**config.mk**
```make
export PLATFORM = sky130hd
export DESIGN_NAME = fsr_top
export DESIGN_NICKNAME = d
export VERILOG_FILES = /design/src/rtl/fsr_pkg.sv /design/src/rtl/fsr_top.sv
export VERILOG_INCLUDE_DIRS = /design/src /design/src/rtl
export SDC_FILE = /design/constraint.sdc
export NUM_CORES = 1
export LEC_CHECK = 0
export ABC_AREA = 1
export BUFFER_PORTS_ARGS = -buffer_cell sky130_fd_sc_hd__buf_4
export CELL_PAD_IN_SITES_DETAIL_PLACEMENT = 0
export CELL_PAD_IN_SITES_GLOBAL_PLACEMENT = 1
export CORE_ASPECT_RATIO = 0.8
export CORE_MARGIN = 2
export CORE_UTILIZATION = 41
export CTS_CLUSTER_DIAMETER = 120
export DETAILED_ROUTE_END_ITERATION = 8
export HOLD_SLACK_MARGIN = 0.02
export PLACE_DENSITY = 0.86
export SLEW_MARGIN = 40
export SYNTH_ARGS = -nofsm -noshare
export SYNTH_HDL_FRONTEND = slang
export SYNTH_SLANG_ARGS = --single-unit
```
**constraint.sdc**
```tcl
create_clock -name CLK_IN -period 2.2 [get_ports CLK_IN]
set_clock_uncertainty 0.05 [all_clocks]
set_input_delay 0.11 -clock CLK_IN [delete_from_list [all_inputs] [get_ports CLK_IN]]
set_output_delay 0.11 -clock CLK_IN [all_outputs]
set_load 0.02 [all_outputs]
```
**src/rtl/fsr_defs.svh**
```systemverilog
`ifndef FSR_DEFS_SVH
`define FSR_DEFS_SVH

// register offsets
`define FSR_PWR_CTRL_ADDR 8'h04
`define FSR_LEFT_INFL_ADDR 8'h10
`define FSR_RIGHT_INFL_ADDR 8'h13
`define FSR_THERM_GAIN_ADDR 8'h16
`define FSR_RECOVERY_ADDR 8'h17
`define FSR_SUPPLY_STAT_ADDR 8'h18
`define FSR_CHAN_STAT_ADDR 8'h19
`define FSR_VBAT_READ_ADDR 8'h1a
`define FSR_TEMP_READ_ADDR 8'h1b

// reset values
`define FSR_PWR_CTRL_RST 8'h20
`define FSR_INFL_RST 8'h00
`define FSR_THERM_GAIN_RST 8'h00
`define FSR_RECOVERY_RST 8'h00
`define FSR_READ_RST 8'h00

// field positions
`define FSR_SENSOR_SHDN_BIT 5
`define FSR_OVERCURRENT_AUTO_RECOVERY_SELECT_BIT 0
`define FSR_ARCV_OT_BIT 1
`define FSR_UNDERVOLTAGE_AUTO_RECOVERY_SELECT_BIT 2
`define FSR_MANUAL_RCV_BIT 3
`define FSR_ATTEMPT_MSB 7
`define FSR_ATTEMPT_LSB 6
`define FSR_RECOVERY_KEEP 8'hf7
`define FSR_GAIN_L_MSB 1
`define FSR_GAIN_L_LSB 0
`define FSR_GAIN_R_MSB 5
`define FSR_GAIN_R_LSB 4
`define FSR_THERM_GAIN_KEEP 8'h33

// temperature code offset and thresholds, in degrees Celsius
`define FSR_TEMP_OFFSET 60
`define FSR_OTF_DEG 145
`define FSR_OTW_DEG 117

// retry spacing for automatic recovery
`define FSR_CLK_MHZ 40
`define FSR_RETRY_NS 10000
`define FSR_RETRY_CYC ((`FSR_RETRY_NS * `FSR_CLK_MHZ + 999) / 1000)

`endif

```
**src/rtl/fsr_pkg.sv**
```systemverilog
package fsr_pkg;

	// live fault and event levels from the analog side
	typedef struct packed {
		logic pvdd_uv;
		logic vreg_uv;
		logic oc_l;
		logic oc_r;
		logic lim_l;
		logic lim_r;
		logic clip_l;
		logic clip_r;
	} fsr_fault_in_t;

	// register access from the control port byte engine
	typedef struct packed {
		logic [7:0] addr;
		logic [7:0] wdata;
		logic wr;
		logic rd;
	} fsr_reg_req_t;

	// recovery sequencer
	typedef enum logic [1:0] {
		FSR_RUN,
		FSR_DOWN,
		FSR_HOLD
	} fsr_state_t;

endpackage

```
**src/rtl/fsr_top.sv**
```systemverilog
`timescale 1ns/1ps
`include "fsr_defs.svh"
// Summary of operation
// - temperature converter runs only when software enables
// - enabled sensor result readable in temperature register
// - temperature code is degrees Celsius plus sixty
// - supply undervoltage sets first status bit seven
// - regulator undervoltage sets first status bit six
// - limiter engaged: second status bits three, seven
// - clipping: second status bits two, six
// - overcurrent: second status bits one, five
// - above 145 degrees sets overtemperature fault bit
// - above 117 degrees sets early warning bit
// - supply above inflection sets battery warning bits
// - warning applies programmed per-channel gain reduction
// - recovery register selects automatic or manual per class
// - automatic mode retries until the fault clears or the attempt limit is hit
// - manual mode stays down until controller retries
// - writable manual recovery control starts an attempt
// - automatic attempt count is programmable
// - both status registers readable over control port
// - supply converter result held in readout register
// - supply code is 3.8 V plus 12.4 V times code/255
// - inflection levels are codes on supply scale

module fsr_top (
	input wire logic CLK_IN, // 40 MHz control clock
	input wire logic RST_N_IN, // synchronous reset, active low
	input wire fsr_pkg::fsr_reg_req_t REG_REQ_IN, // register access
	output logic [7:0] REG_RDATA_OUT, // read data, registered
	output logic REG_RVALID_OUT, // read data valid pulse
	input wire fsr_pkg::fsr_fault_in_t FAULTS_IN, // analog fault levels
	input wire logic [7:0] TEMP_CODE_IN, // temperature converter code
	input wire logic TEMP_VALID_IN, // new temperature code pulse
	input wire logic [7:0] VBAT_CODE_IN, // supply converter code
	input wire logic VBAT_VALID_IN, // new supply code pulse
	output logic TEMP_ADC_EN_OUT, // runs temperature converter
	output logic AMP_SHUTDOWN_OUT, // holds power stage off
	output logic [1:0] LEFT_GAIN_CUT_OUT, // left thermal gain cut
	output logic [1:0] RIGHT_GAIN_CUT_OUT // right thermal gain cut
);

	////////////////////////////////////////////////////////////////////////
	// constants and helpers

	localparam logic [7:0] OTF_CODE = 8'(`FSR_OTF_DEG + `FSR_TEMP_OFFSET);
	localparam logic [7:0] OTW_CODE = 8'(`FSR_OTW_DEG + `FSR_TEMP_OFFSET);
	localparam int RETRY_CYC = (`FSR_RETRY_CYC < 1) ? 1 : `FSR_RETRY_CYC;
	localparam logic [9:0] RETRY_LAST = 10'(RETRY_CYC - 1);

	// gain cut applied while the warning stands
	function automatic logic [1:0] gain_cut(input logic warn,
			input logic [1:0] sel);
		gain_cut = warn ? sel : 2'h0;
	endfunction

	// unsigned strict compare of a converter code against a level
	function automatic logic code_above(input logic [7:0] code,
			input logic [7:0] level);
		code_above = (code > level);
	endfunction

	// register offset match, shared by the write and read decode
	function automatic logic reg_hit(input logic [7:0] addr,
			input logic [7:0] offset);
		reg_hit = (addr == offset);
	endfunction

	////////////////////////////////////////////////////////////////////////
	// registers and state

	logic [7:0] pwr_ctrl_q;
	logic [7:0] left_battery_inflection_level_q;
	logic [7:0] right_battery_inflection_level_q;
	logic [7:0] therm_gain_q;
	logic [7:0] recovery_q;
	logic [7:0] temp_code_q;
	logic [7:0] vbat_code_q;
	logic [7:0] rdata_q;
	logic rvalid_q;
	fsr_pkg::fsr_state_t state_q;
	logic [9:0] timer_q;
	logic [1:0] attempts_q;

	logic thermal_sensor_shutdown;
	logic overtemperature_fault_flag;
	logic overtemperature_warning_flag;
	logic left_battery_threshold_flag;
	logic right_battery_threshold_flag;
	logic uv_fault;
	logic oc_fault;
	logic any_fault;
	logic manual_class_fault;
	logic manual_strobe;
	logic [1:0] attempt_limit;
	logic limit_hit;
	logic [7:0] supply_status;
	logic [7:0] channel_status;
	logic [7:0] req_addr;
	logic sel_pwr_ctrl;
	logic sel_left_infl;
	logic sel_right_infl;
	logic sel_therm_gain;
	logic sel_recovery;
	logic sel_supply_stat;
	logic sel_chan_stat;
	logic sel_vbat_read;
	logic sel_temp_read;

	////////////////////////////////////////////////////////////////////////
	// decoded controls

	assign thermal_sensor_shutdown = pwr_ctrl_q[`FSR_SENSOR_SHDN_BIT];
	assign attempt_limit = recovery_q[`FSR_ATTEMPT_MSB:`FSR_ATTEMPT_LSB];
	assign manual_strobe = REG_REQ_IN.wr &&
		sel_recovery &&
		REG_REQ_IN.wdata[`FSR_MANUAL_RCV_BIT];

	// one select per offset, shared by the write and read decode
	assign req_addr = REG_REQ_IN.addr;
	assign sel_pwr_ctrl = reg_hit(req_addr, `FSR_PWR_CTRL_ADDR);
	assign sel_left_infl = reg_hit(req_addr, `FSR_LEFT_INFL_ADDR);
	assign sel_right_infl = reg_hit(req_addr, `FSR_RIGHT_INFL_ADDR);
	assign sel_therm_gain = reg_hit(req_addr, `FSR_THERM_GAIN_ADDR);
	assign sel_recovery = reg_hit(req_addr, `FSR_RECOVERY_ADDR);
	assign sel_supply_stat = reg_hit(req_addr, `FSR_SUPPLY_STAT_ADDR);
	assign sel_chan_stat = reg_hit(req_addr, `FSR_CHAN_STAT_ADDR);
	assign sel_vbat_read = reg_hit(req_addr, `FSR_VBAT_READ_ADDR);
	assign sel_temp_read = reg_hit(req_addr, `FSR_TEMP_READ_ADDR);

	// converter enable follows the shutdown control
	assign TEMP_ADC_EN_OUT = ~thermal_sensor_shutdown;

	////////////////////////////////////////////////////////////////////////
	// live fault conditions

	// thermal flags compare the offset code against offset limits
	assign overtemperature_fault_flag =
		code_above(temp_code_q, OTF_CODE);
	assign overtemperature_warning_flag =
		code_above(temp_code_q, OTW_CODE);

	// battery warning uses the same code scale as the readout
	assign left_battery_threshold_flag = code_above(vbat_code_q,
		left_battery_inflection_level_q);
	assign right_battery_threshold_flag = code_above(vbat_code_q,
		right_battery_inflection_level_q);

	// protection classes that stop the power stage
	assign uv_fault = FAULTS_IN.pvdd_uv | FAULTS_IN.vreg_uv;
	assign oc_fault = FAULTS_IN.oc_l | FAULTS_IN.oc_r;
	assign any_fault = uv_fault | oc_fault | overtemperature_fault_flag;

	// a faulting class set to manual forces a held shutdown
	assign manual_class_fault =
		(uv_fault & recovery_q[`FSR_UNDERVOLTAGE_AUTO_RECOVERY_SELECT_BIT]) |
		(oc_fault & recovery_q[`FSR_OVERCURRENT_AUTO_RECOVERY_SELECT_BIT]) |
		(overtemperature_fault_flag &
			recovery_q[`FSR_ARCV_OT_BIT]);

	// zero attempts selects unlimited retries
	assign limit_hit = (attempt_limit != 2'h0) &&
		(attempts_q >= attempt_limit);

	////////////////////////////////////////////////////////////////////////
	// status bytes, always the present condition

	always_comb begin
		supply_status = 8'h00;
		supply_status[7] = FAULTS_IN.pvdd_uv;
		supply_status[6] = FAULTS_IN.vreg_uv;
		supply_status[1] = overtemperature_fault_flag;
		supply_status[0] = overtemperature_warning_flag;
	end

	always_comb begin
		channel_status = 8'h00;
		channel_status[7] = FAULTS_IN.lim_r;
		channel_status[6] = FAULTS_IN.clip_r;
		channel_status[5] = FAULTS_IN.oc_r;
		channel_status[4] = right_battery_threshold_flag;
		channel_status[3] = FAULTS_IN.lim_l;
		channel_status[2] = FAULTS_IN.clip_l;
		channel_status[1] = FAULTS_IN.oc_l;
		channel_status[0] = left_battery_threshold_flag;
	end

	////////////////////////////////////////////////////////////////////////
	// writable registers; status and readout offsets ignore writes

	always_ff @(posedge CLK_IN) begin
		if (!RST_N_IN) begin
			pwr_ctrl_q <= `FSR_PWR_CTRL_RST;
			left_battery_inflection_level_q <= `FSR_INFL_RST;
			right_battery_inflection_level_q <= `FSR_INFL_RST;
			therm_gain_q <= `FSR_THERM_GAIN_RST;
			recovery_q <= `FSR_RECOVERY_RST;
		end else if (REG_REQ_IN.wr) begin
			if (sel_pwr_ctrl) begin
				pwr_ctrl_q <= REG_REQ_IN.wdata;
			end else if (sel_left_infl) begin
				left_battery_inflection_level_q <= REG_REQ_IN.wdata;
			end else if (sel_right_infl) begin
				right_battery_inflection_level_q <= REG_REQ_IN.wdata;
			end else if (sel_therm_gain) begin
				therm_gain_q <= REG_REQ_IN.wdata &
					`FSR_THERM_GAIN_KEEP;
			end else if (sel_recovery) begin
				// manual recovery bit is a strobe, never stored
				recovery_q <= REG_REQ_IN.wdata &
					`FSR_RECOVERY_KEEP;
			end
		end
	end

	////////////////////////////////////////////////////////////////////////
	// converter readouts

	// temperature result captured only while the sensor runs
	always_ff @(posedge CLK_IN) begin
		if (!RST_N_IN) begin
			temp_code_q <= `FSR_READ_RST;
		end else if (TEMP_VALID_IN && !thermal_sensor_shutdown) begin
			temp_code_q <= TEMP_CODE_IN;
		end
	end

	// supply result, code n is 3.8 V + 12.4 V * n / 255
	always_ff @(posedge CLK_IN) begin
		if (!RST_N_IN) begin
			vbat_code_q <= `FSR_READ_RST;
		end else if (VBAT_VALID_IN) begin
			vbat_code_q <= VBAT_CODE_IN;
		end
	end

	////////////////////////////////////////////////////////////////////////
	// register read path, one cycle after the strobe

	always_ff @(posedge CLK_IN) begin
		if (!RST_N_IN) begin
			rdata_q <= 8'h00;
			rvalid_q <= 1'b0;
		end else begin
			rvalid_q <= REG_REQ_IN.rd;
			if (REG_REQ_IN.rd) begin
				if (sel_pwr_ctrl) begin
					rdata_q <= pwr_ctrl_q;
				end else if (sel_left_infl) begin
					rdata_q <= left_battery_inflection_level_q;
				end else if (sel_right_infl) begin
					rdata_q <= right_battery_inflection_level_q;
				end else if (sel_therm_gain) begin
					rdata_q <= therm_gain_q;
				end else if (sel_recovery) begin
					rdata_q <= recovery_q;
				end else if (sel_supply_stat) begin
					rdata_q <= supply_status;
				end else if (sel_chan_stat) begin
					rdata_q <= channel_status;
				end else if (sel_vbat_read) begin
					rdata_q <= vbat_code_q;
				end else if (sel_temp_read) begin
					rdata_q <= temp_code_q;
				end else begin
					rdata_q <= 8'h00;
				end
			end
		end
	end

	assign REG_RDATA_OUT = rdata_q;
	assign REG_RVALID_OUT = rvalid_q;

	////////////////////////////////////////////////////////////////////////
	// recovery sequencer

	// RUN: stage on; DOWN: auto retry after the spacing; HOLD: manual
	always_ff @(posedge CLK_IN) begin
		if (!RST_N_IN) begin
			state_q <= fsr_pkg::FSR_RUN;
			timer_q <= 10'h000;
			attempts_q <= 2'h0;
		end else begin
			case (state_q)
				fsr_pkg::FSR_RUN: begin
					if (any_fault && manual_class_fault) begin
						state_q <= fsr_pkg::FSR_HOLD;
						timer_q <= 10'h000;
					end else if (any_fault) begin
						state_q <= fsr_pkg::FSR_DOWN;
						timer_q <= 10'h000;
					end else if (timer_q == RETRY_LAST) begin
						// a full clean spacing ends the retry series
						attempts_q <= 2'h0;
					end else begin
						timer_q <= timer_q + 10'h001;
					end
				end
				fsr_pkg::FSR_DOWN: begin
					if (manual_class_fault) begin
						state_q <= fsr_pkg::FSR_HOLD;
					end else if (manual_strobe) begin
						state_q <= fsr_pkg::FSR_RUN;
						timer_q <= 10'h000;
						attempts_q <= 2'h0;
					end else if (limit_hit) begin
						state_q <= fsr_pkg::FSR_HOLD;
					end else if (timer_q == RETRY_LAST) begin
						// try again; a lasting fault re-enters DOWN
						state_q <= fsr_pkg::FSR_RUN;
						timer_q <= 10'h000;
						if (attempts_q != 2'h3) begin
							attempts_q <= attempts_q + 2'h1;
						end
					end else begin
						timer_q <= timer_q + 10'h001;
					end
				end
				fsr_pkg::FSR_HOLD: begin
					if (manual_strobe) begin
						state_q <= fsr_pkg::FSR_RUN;
						timer_q <= 10'h000;
						attempts_q <= 2'h0;
					end
				end
				default: begin
					state_q <= fsr_pkg::FSR_RUN;
				end
			endcase
		end
	end

	// stage is off whenever the sequencer is not running
	assign AMP_SHUTDOWN_OUT = (state_q != fsr_pkg::FSR_RUN);

	////////////////////////////////////////////////////////////////////////
	// thermal warning gain reduction

	assign LEFT_GAIN_CUT_OUT = gain_cut(overtemperature_warning_flag,
		therm_gain_q[`FSR_GAIN_L_MSB:`FSR_GAIN_L_LSB]);
	assign RIGHT_GAIN_CUT_OUT = gain_cut(overtemperature_warning_flag,
		therm_gain_q[`FSR_GAIN_R_MSB:`FSR_GAIN_R_LSB]);

endmodule

```
==> impl_metrics.tcl, run 1 <==
set metrics [dict create \
    run_status "finished clean" \
    final_net_count 803 \
    grt_setup_unrepaired "false" \
    clk_pin_slew_worst_paths_ns 0.06 \
    worstReg2RegEnd "timer_q[7]" \
    syn2layout_area_growth_pct 25.1 \
    post_drt_wl_per_cell_um 14.9 \
    crit-reg2reg-launch "attempts_q[0]" \
    maxCapViolations 0 \
    floorplan.io_pins 61 \
    p_total_w 0.00368 \
    globalRoute.totalOverflow 0 \
    floorplan.initialDensity 0.420 \
    tritoncts "done" \
    syn_inst 650 \
    final_antenna_diode_count 0 \
    chipHeight_um 95.6 \
    num_vias 4613 \
    core.rowCount 33 \
    dp_hpwl_um 9940 \
    post-route-period-util 0.908 \
    route.detailed.drc 0 \
    core_region_area_sq_mm 0.0102 \
    syn-num-nets 720 \
    finalHoldViolCount 0 \
    worst_ir_drop_vdd_uv 743 \
    gp_routability_congestion 0.919 \
    worst_setup_path_startpoint "attempts_q[0]" \
    global_route_wire_length_before_repair_um 21500 \
    cts_inserted_buffers 9 \
    setup.worst_path.end_class "flop" \
    proportion_of_layout_cells_with_a_drive_suffix_above_1 0.142 \
    synth-warning-count 0 \
    clk_path_buf_depth 2 \
    setup_tns_ns 0 \
    clkLatencyLatePin_ns 0.34 \
    post_cts.resized_instances 0 \
    worst-endpoint-required_ns 2.37 \
    min_period_ns 2.00 \
    final-seq-area_sq_mm 0.00148 \
    ys_seq_elements 74 \
    synthesized_cell_area_sq_mm 0.00430 \
    worst_slew_margin_rel 0.641 \
    ys_types 39 \
    end_of_flow_core_utilization 0.525 \
    postRouteAntennaNets 0 \
    first_iter_violations 424 \
    timing_worst_slew_pin_value_ns 0.535 \
    final-max-slew-violation-count 0 \
    setup.worst_path.start_class "flop" \
    endpoint "timer_q[7]" \
    antenna_found_initial 0 \
    grt_max_degree 45 \
    critical_path_class "flop to flop" \
    floorplan.die_area_sq_mm 0.0113 \
    grt_pass1_vias 4297 \
    postSynthAreaPerCell_sq_um 6.61 \
    fp.dieW_um 118 \
    worst_hold_path_type "input port to flop" \
    proportion_of_synthesized_chip_area_in_sequential_cells 0.345 \
    worst_hold_startpoint "REG_REQ_IN[8]" \
    multi_input_comb_area_sq_mm 0.00239 \
    worst-r2r-cell-count 12 \
    cts.htree.levels 3 \
    r2r_slack_ns 0.20 \
    power.density_cell_area_mw_per_mm2 684 \
    drt-vias-per-instance 5.25 \
    fmax_ghz 0.501 \
    n_fill_cell 1040 \
    cts_sinks 74 \
    dr.pass1.iters 5 \
    finalWirelength_um 13100 \
    grt_use_total 0.243 \
    cellLeakagePower_nw 2.46 \
    critical_path_arrival_ns 2.17 \
    hold-path-cell-count 3 \
    worst-path-max-fanout 14 \
    setup_violations 0 \
    io_buffer_count 60 \
    worst_hold_slack_ns 0.0255 \
    cts_root_buf "sky130_fd_sc_hd__clkbuf_16" \
]
per-stage QoR:
| stage | cell area [sq um] | setup WS, ns | cells |
|---|---|---|---|
| 6_report | 5380 | 0.203 | 878 |
| 5_1_grt | 5380 | 0.0289 | 878 |
| 4_1_cts | 5380 | 0.195 | 878 |
| 3_5_place_dp | 4920 | 0.222 | 844 |
| 3_3_place_gp | 4920 | 0.298 | 844 |
| 2_1_floorplan | 4300 | 0.408 | 650 |
synth_stat cells (all sizes together):
master / n / area share
o2111ai: 2 / 0.0041
nor3: 6 / 0.0082
o31ai: 2 / 0.0035
ha: 24 / 0.070
a21boi: 1 / 0.0017
a31oi: 1 / 0.0015
a21o: 1 / 0.0017
clkinv: 2 / 0.0017
o21bai: 1 / 0.0017
dfxtp: 74 / 0.34
nand4: 10 / 0.015
o211ai: 2 / 0.0035
buf: 7 / 0.0096
or2: 2 / 0.0029
a211oi: 13 / 0.023
o22ai: 2 / 0.0029
a22oi: 1 / 0.0017
a21oi: 68 / 0.080
nand3: 30 / 0.036
inv: 91 / 0.079
o21a: 1 / 0.0017
xor2: 2 / 0.0041
clkbuf: 9 / 0.0079
nor2: 99 / 0.097
nor4: 2 / 0.0029
o21ai: 54 / 0.063
nand2: 143 / 0.13
critical path: stages, from the launching register on:
cell and delay (ns):
sky130_fd_sc_hd__dfxtp_1 0.36, sky130_fd_sc_hd__inv_1 0.07, sky130_fd_sc_hd__ha_1 0.27, sky130_fd_sc_hd__inv_1 0.05
sky130_fd_sc_hd__a21boi_0 0.07, sky130_fd_sc_hd__o22ai_1 0.16, sky130_fd_sc_hd__inv_1 0.08, sky130_fd_sc_hd__nand2_2 0.08
sky130_fd_sc_hd__nand2_2 0.08, sky130_fd_sc_hd__nor2_4 0.27, sky130_fd_sc_hd__nand2_1 0.10, sky130_fd_sc_hd__nand2_1 0.17
sky130_fd_sc_hd__nor2_1 0.08
flip-flops by register name, summed over array words and instances (netlist names):
register,flops
state_q,2
attempts_q,2
vbat_code_q,8
therm_gain_q,4
temp_code_q,8
timer_q,10
left_battery_inflection_level_q,8
REG_RDATA_OUT,8
REG_RVALID_OUT,1
right_battery_inflection_level_q,8
pwr_ctrl_q,8
recovery_q,7
worst min-delay path by stage:
stage / end
after floorplan: REG_RVALID_OUT
after detailed placement: REG_RDATA_OUT[5]
final: left_battery_inflection_level_q[6]
after global routing: left_battery_inflection_level_q[7]
after CTS: left_battery_inflection_level_q[7]
after global placement: REG_RDATA_OUT[5]
layer usage:
metal / global-route usage / wire length (um)
met1: 0.345 / 6380
met5: 0 / 0
met4: 0.0813 / 235
met3: 0.0472 / 888
met2: 0.372 / 5540
layout by cell type, fill, tap and decap left out, types with 10 or more instances in the layout:
cell type and count:
sky130_fd_sc_hd__inv_1 89, sky130_fd_sc_hd__buf_4 70, sky130_fd_sc_hd__a211oi_1 13, sky130_fd_sc_hd__dfxtp_1 74, sky130_fd_sc_hd__ha_1 24, sky130_fd_sc_hd__a21oi_1 67, sky130_fd_sc_hd__nand2_1 136, sky130_fd_sc_hd__dlygate4sd3_1 18
sky130_fd_sc_hd__nor2_1 93, sky130_fd_sc_hd__o21ai_0 54, sky130_fd_sc_hd__nand3_1 29, sky130_fd_sc_hd__nand4_1 10
cell families after synthesis:
group | after synthesis | synth area share
compound gates | 149 | 0.190
xor+xnor | 2 | 0.00408
fa+ha+maj | 24 | 0.0699
buf+inv | 109 | 0.0987
flops | 74 | 0.345
simple gates | 292 | 0.293
timing repair:
action,in CTS,in global routing
buffers inserted,0,0
hold buffers,18,0
hold endpoints to repair,20,0
final cells by class:
type                    count  area share
multi-input cells         467       0.445
repair buffers             88       0.131
well taps                 140      0.0326
clock buffers              11      0.0452
clock inverters             5     0.00559
flip-flops and latches     74       0.276
inverters                  93      0.0649
report_power, final:
part / internal (W) / total [W] / switching [W]
logic: 0.000311 / 0.000846 / 0.000535
registers: 0.00140 / 0.00145 / 0.0000554
clock network: 0.000789 / 0.00138 / 0.000590
Note: power is estimated with default switching activity, not from simulation.
==> run 2: changes to the inputs <==
Settings changed: ABC_AREA 1 to 0, CELL_PAD_IN_SITES_DETAIL_PLACEMENT 0 to not set, CELL_PAD_IN_SITES_GLOBAL_PLACEMENT 1 to not set, CORE_UTILIZATION 41 to 50, PLACE_DENSITY 0.86 to 0.76.
Clock period 2.2 ns to 2.1 ns, I/O delays scaled along.
==> run 2 against run 1 <==
The run now ends with design-rule violations, negative setup slack left. Power shrank 17%. Sequential power is essentially flat. Cell count shrank 15%. Combinational power shrank 45%. Non-clock buffer count grew 44. Register-to-register slack lost 0.28 ns. Sequential cell count is the same. Via count shrank 5.6%. Core utilization grew 15 points. Die area shrank 16%. Maximum frequency shrank 8.1%. Synthesized cell count shrank 22%. Critical path type unchanged. Critical endpoint is now timer_q[6]. Largest cell class unchanged.
==> impl_metrics.tcl, run 2 <==
set metrics [dict create \
    first_iter_violations 320 \
    critical_path_class "flop to flop" \
    cts_root_buf "sky130_fd_sc_hd__clkbuf_8" \
    synth_common_cells "sky130_fd_sc_hd__nor2_1 (80), sky130_fd_sc_hd__dfxtp_1 (74), sky130_fd_sc_hd__mux2i_1 (58), sky130_fd_sc_hd__inv_1 (30), sky130_fd_sc_hd__nand2_1 (27)" \
    core_region_area_sq_mm 0.00845 \
    clk_pin_slew_worst_paths_ns 0.09 \
    run_status "complete, but fails checks" \
    ys_top_cells_by_area "sky130_fd_sc_hd__dfxtp_1 (34%), sky130_fd_sc_hd__mux2i_1 (13%), sky130_fd_sc_hd__ha_1 (6.9%)" \
    final_antenna_diode_count 0 \
    cts_inserted_buffers 9 \
    grt_pass1_vias 4139 \
    numPlacedInstances 701 \
    floorplan.die_area_sq_mm 0.00946 \
    proportion_of_layout_cells_with_a_drive_suffix_above_1 0.245 \
    cts.htree.levels 3 \
    final-instance-count-excl-fill 745 \
    drt-vias-per-instance 5.85 \
    global_route_wire_length_before_repair_um 21100 \
    syn_inst 509 \
    layout.cells.most_common_list "sky130_fd_sc_hd__buf_4 (103), sky130_fd_sc_hd__nor2_1 (80), sky130_fd_sc_hd__dfxtp_1 (73)" \
    cp_cell_sequence "a311o_1, a211o_1, a21oi_4, buf_4, nand4bb_4, buf_6, nor3_1, o21a_1" \
    library_cell_with_the_largest_summed_area_after_synthesis "sky130_fd_sc_hd__dfxtp_1" \
    io_buffer_count 60 \
    finalHoldViolCount 0 \
    largest_register_ffs 10 \
    failing_checks "design-rule violations, negative setup slack" \
    timing_worst_slew_pin_value_ns 0.480 \
    worst-endpoint-required_ns 2.35 \
    critical_path_arrival_ns 2.42 \
    proportion_of_synthesized_chip_area_in_sequential_cells 0.341 \
    synth-warning-count 0 \
    detailedPlace.worstSlack_ns -0.0563 \
    power.density_cell_area_mw_per_mm2 530 \
    synth_most_common_cell "sky130_fd_sc_hd__nor2_1" \
    post_drt_wl_per_cell_um 18.2 \
    crit_cells 8 \
    clkLatencyLatePin_ns 0.36 \
    postSynthAreaPerCell_sq_um 8.54 \
    setup.worst_path.start_class "flop" \
    syn-num-nets 579 \
    grt_use_total 0.292 \
    final_worst_path_setup_slack_ns -0.0726 \
    grt_setup_unrepaired "true" \
    ys_types 63 \
    core.rowCount 30 \
    cellLeakagePower_nw 2.31 \
    num_vias 4355 \
    setup.worst_path.end_class "flop" \
    postRouteAntennaNets 0 \
    final-max-slew-violation-count 0 \
    finalWirelength_um 13600 \
    final_net_count 698 \
    fp.dieW_um 108 \
    setup_violations 3 \
    route.detailed.drc 1 \
    tritoncts "done" \
    crit_path_max_incr_delay_ns 0.39 \
    globalRoute.totalOverflow 0 \
    layout_commonest_cell "sky130_fd_sc_hd__buf_4" \
    gp_routability_congestion 0.946 \
    antenna_found_initial 0 \
    floorplan.io_pins 61 \
    reg_with_most_ffs "timer_q" \
    worst_ir_drop_vdd_uv 452 \
    synthesized_cell_area_sq_mm 0.00435 \
    path_delay_family "compound AO/OA/AOI/OAI gates" \
    maxCapViolations 0 \
    syn2layout_area_growth_pct 31.8 \
    critPathSlowestCell "sky130_fd_sc_hd__a311o_1" \
    n_fill_cell 671 \
    timing.critical_path.buf_inv 2 \
    cts_sinks 74 \
    fmax_ghz 0.460 \
    post-route-period-util 1.03 \
    number_of_enable_type_register_cells_in_the_synthesized_netlist 0 \
    worst_slew_margin_rel 0.680 \
    ys_seq_elements 74 \
    clk_path_buf_depth 2 \
    floorplan.initialDensity 0.515 \
    chipHeight_um 87.4 \
    worst_hold_path_type "input port to flop" \
    ys_async_sr_fraction 0 \
    grt_max_degree 37 \
    hold-path-cell-count 2 \
    end_of_flow_core_utilization 0.678 \
    dp_hpwl_um 9940 \
    min_period_ns 2.17 \
    worst-path-max-fanout 8 \
    synth-main-ff-cell "sky130_fd_sc_hd__dfxtp_1" \
    dr.pass1.iters 7 \
    worst-r2r-cell-count 8 \
    synth_top_cell_area_share 0.341 \
]
## run 2: cell types whose count changed after synthesis, moves of 8 or more
cell / previous run / this run
sky130_fd_sc_hd__inv_1: 89 / 30
sky130_fd_sc_hd__a21oi_1: 67 / 26
sky130_fd_sc_hd__mux2i_1: 0 / 58
sky130_fd_sc_hd__nor2_1: 93 / 80
sky130_fd_sc_hd__nand3_1: 29 / 9
sky130_fd_sc_hd__a211oi_1: 13 / 4
sky130_fd_sc_hd__nand2_1: 136 / 27
sky130_fd_sc_hd__and3_1: 0 / 8
sky130_fd_sc_hd__o21ai_0: 54 / 20
## run 2: report_power, final
part,switching [W],internal (W),leakage [nW],total [W]
clock network,0.000575,0.000546,0.0990,0.00112
logic,0.000250,0.000218,1.61,0.000469
registers,0.0000242,0.00142,0.599,0.00145
total,0.000849,0.00219,2.31,0.00304
## run 2: what timing repair did
item,in CTS,in global routing
setup buffers,0,2
gates resized for setup,2,19
setup endpoints to repair,7,11
endpoints found under the hold margin,44,0
cloned,0,1
pin swaps,0,6
hold buffers,25,0
## run 2: path summary, 6_finish.rpt
check                                        end  slack, ns              from
worst min register to register  REG_RDATA_OUT[5]       0.45  REG_RDATA_OUT[5]
worst max register to register        timer_q[6]      -0.07    temp_code_q[3]
worst min-delay path                  timer_q[4]       0.05          RST_N_IN
worst max-delay path                  timer_q[6]      -0.07    temp_code_q[3]
## run 2: layer usage
metal	GRT usage	vias up	routed length, um
met1	0.398	2035	6020
met4	0.103	0	288
met5	0	-	0
met2	0.452	218	6020
met3	0.0733	32	1260
li1	-	2070	-
## run 2: cells by family after synthesis
| kind of cell | after synthesis | share of synthesized area |
|---|---|---|
| simple gates | 183 | 0.220 |
| compound gates | 113 | 0.178 |
| flops | 74 | 0.341 |
| mux | 60 | 0.139 |
| buf+inv | 55 | 0.0527 |
| fa+ha+maj | 24 | 0.0691 |
## run 2: layout make-up
type,instances,area (sq um),share of cell area
Timing Repair Buffer,132,1090,0.190
Multi-Input combinational cell,380,2710,0.473
Clock buffer,9,124,0.0216
Tap cell,112,140,0.0245
Clock inverter,7,70.1,0.0122
Sequential cell,74,1480,0.259
Inverter,31,116,0.0203
## run 2: per-stage QoR
step / power [W] / instance area [sq um] / hold WS, ns / TNS [ns]
finish: 0.00304 / 5730 / 0.0492 / -0.0921
global route: 0.00315 / 5730 / 0.0447 / -0.350
CTS: 0.00303 / 5630 / 0.0332 / 0
detailed placement: 0.00189 / 5180 / 0.297 / -0.148
global placement: 0.00187 / 5180 / 0.287 / -0.0559
floorplan: 0.00170 / 4350 / 0.180 / 0
==> run 3: changes to the inputs <==
Settings changed: BUFFER_PORTS_ARGS -buffer_cell sky130_fd_sc_hd__buf_4 to -buffer_cell sky130_fd_sc_hd__buf_2.
==> run 3 against run 2 <==
Critical endpoint is now attempts_q[0]. Maximum frequency rose by 4.0%. First-iteration DRC count is 12% higher. Clock power is 11% lower. Sequential share of layout area is 0.84 points higher. Cell count down 1.1%. Final area down 2.9%. Via count up 0.28%. The flow now finishes without violations. Register-to-register slack better by 0.08 ns. Critical path type unchanged.
==> impl_metrics.tcl, run 3 (same netlist as run 2, synthesis figures left out) <==
set metrics [dict create \
    drt-vias-per-instance 5.93 \
    hold-path-cell-count 3 \
    grt_max_degree 41 \
    cp_cell_sequence "a311o_1, buf_4, a31oi_4, nand3_2, a221oi_4, mux2i_1, nor2_1" \
    layout_commonest_cell "sky130_fd_sc_hd__nor2_1" \
    timing_worst_slew_pin_value_ns 0.566 \
    final_net_count 691 \
    proportion_of_layout_cells_with_a_drive_suffix_above_1 0.251 \
    maxCapViolations 0 \
    crit-reg2reg-launch "temp_code_q[3]" \
    crit_path_max_incr_delay_ns 0.38 \
    setup_tns_ns 0 \
    worst_hold_path_type "input port to flop" \
    finalWirelength_um 13100 \
    global_route_wire_length_before_repair_um 20400 \
    chipHeight_um 87.4 \
    cts_sinks 74 \
    setup.worst_path.end_class "flop" \
    worst-endpoint-required_ns 2.29 \
    grt_setup_unrepaired "true" \
    worst_ir_drop_vdd_uv 392 \
    postRouteAntennaNets 0 \
    core_region_area_sq_mm 0.00845 \
    floorplan.initialDensity 0.515 \
    largest_register_ffs 10 \
    worst_hold_startpoint "REG_REQ_IN[7]" \
    first_iter_violations 359 \
    crit_cells 7 \
    post-route-period-util 0.995 \
    critPathSlowestCell "sky130_fd_sc_hd__a311o_1" \
    dr.pass1.iters 5 \
    p_total_w 0.00290 \
    cts.htree.levels 3 \
    antenna_found_initial 0 \
    finalHoldViolCount 0 \
    multi_input_comb_area_sq_mm 0.00278 \
    io_buffer_count 60 \
    worst-path-max-fanout 4 \
    cts_root_buf "sky130_fd_sc_hd__clkbuf_8" \
    n_fill_cell 696 \
    critical_path_class "flop to flop" \
    critical_path_arrival_ns 2.28 \
    placed_cell_area_sq_mm 0.00503 \
    final_cell_area_sq_mm 0.00556 \
    grt_pass1_vias 4079 \
    power.density_cell_area_mw_per_mm2 522 \
    fp.dieW_um 108 \
    clk_path_buf_depth 2 \
    gp_routability_congestion 1.00 \
    floorplan.die_area_sq_mm 0.00946 \
    layout.cells.most_common_list "sky130_fd_sc_hd__nor2_1 (80), sky130_fd_sc_hd__dfxtp_1 (70), sky130_fd_sc_hd__buf_2 (60)" \
    globalRoute.totalOverflow 0 \
    path_delay_family "compound AO/OA/AOI/OAI gates" \
    numPlacedInstances 701 \
    grt_use_total 0.281 \
    core.rowCount 30 \
    worst_slew_margin_rel 0.617 \
    cellLeakagePower_nw 2.25 \
    final_antenna_diode_count 0 \
    tritoncts "done" \
    worst_hold_slack_ns 0.0230 \
    reg_with_most_ffs "timer_q" \
    clkLatencyLatePin_ns 0.35 \
    syn2layout_area_growth_pct 28.0 \
    worst-r2r-cell-count 7 \
    num_vias 4367 \
    fmax_ghz 0.479 \
    route.detailed.drc 0 \
    post_drt_wl_per_cell_um 17.8 \
    min_period_ns 2.09 \
    setup.worst_path.start_class "flop" \
    cts_inserted_buffers 9 \
    dp_hpwl_um 9710 \
    final-seq-area_sq_mm 0.00149 \
    floorplan.io_pins 61 \
    run_status "finished clean" \
    final-instance-count-excl-fill 737 \
    worst_setup_path_startpoint "temp_code_q[3]" \
    final-max-slew-violation-count 0 \
    clk_pin_slew_worst_paths_ns 0.08 \
    setup_violations 0 \
    timing.critical_path.buf_inv 1 \
]
-- run 3: per-stage QoR --
step           utilization  setup WS, ns
6_report             0.659        0.0105
4_1_cts              0.645        0.0124
3_3_place_gp         0.595       0.00487
3_5_place_dp         0.595       -0.0894
2_1_floorplan            -         0.118
5_1_grt              0.659       -0.0574
-- run 3: final timing paths --
kind	endpoint	slack [ns]
min	therm_gain_q[5]	0.02
max reg2reg	attempts_q[0]	0.01
min reg2reg	REG_RDATA_OUT[5]	0.42
max	attempts_q[0]	0.01
-- run 3: power by group --
part / switching [W] / internal (W) / total [W]
Combinational: 0.000255 / 0.000195 / 0.000450
Clock: 0.000517 / 0.000486 / 0.00100
Sequential: 0.0000253 / 0.00142 / 0.00145
Total: 0.000797 / 0.00210 / 0.00290
-- run 3: routing by layer --
| layer | routed length (um) | track usage |
|---|---|---|
| met1 | 5770 | 0.383 |
| met2 | 5800 | 0.443 |
| met3 | 1340 | 0.0733 |
| met4 | 181 | 0.0734 |
| met5 | 0 | 0 |
-- run 3: area by class of cell --
class / instances / share of cell area
clock buffer: 13 / 0.0286
clock inverter: 2 / 0.00225
sequential: 74 / 0.267
multi-input combinational: 380 / 0.499
timing repair buffer: 125 / 0.157
inverter: 31 / 0.0209
tap: 112 / 0.0252
-- run 3: timing repair --
action,CTS,global route
hold endpoints to repair,20,0
setup endpoints to repair,7,13
gates resized for setup,7,25
hold buffers,19,0
buffers inserted,2,1
pin swaps,3,16
-- run 3: worst register-to-register path, delay by kind of cell (launching register included) --
family	cells	cell delay, ns
AO/OA/AOI/OAI	3	0.97
flip-flops	1	0.32
multiplexers	1	0.27
AND/OR/NAND/NOR	2	0.21
buffers and inverters	1	0.16
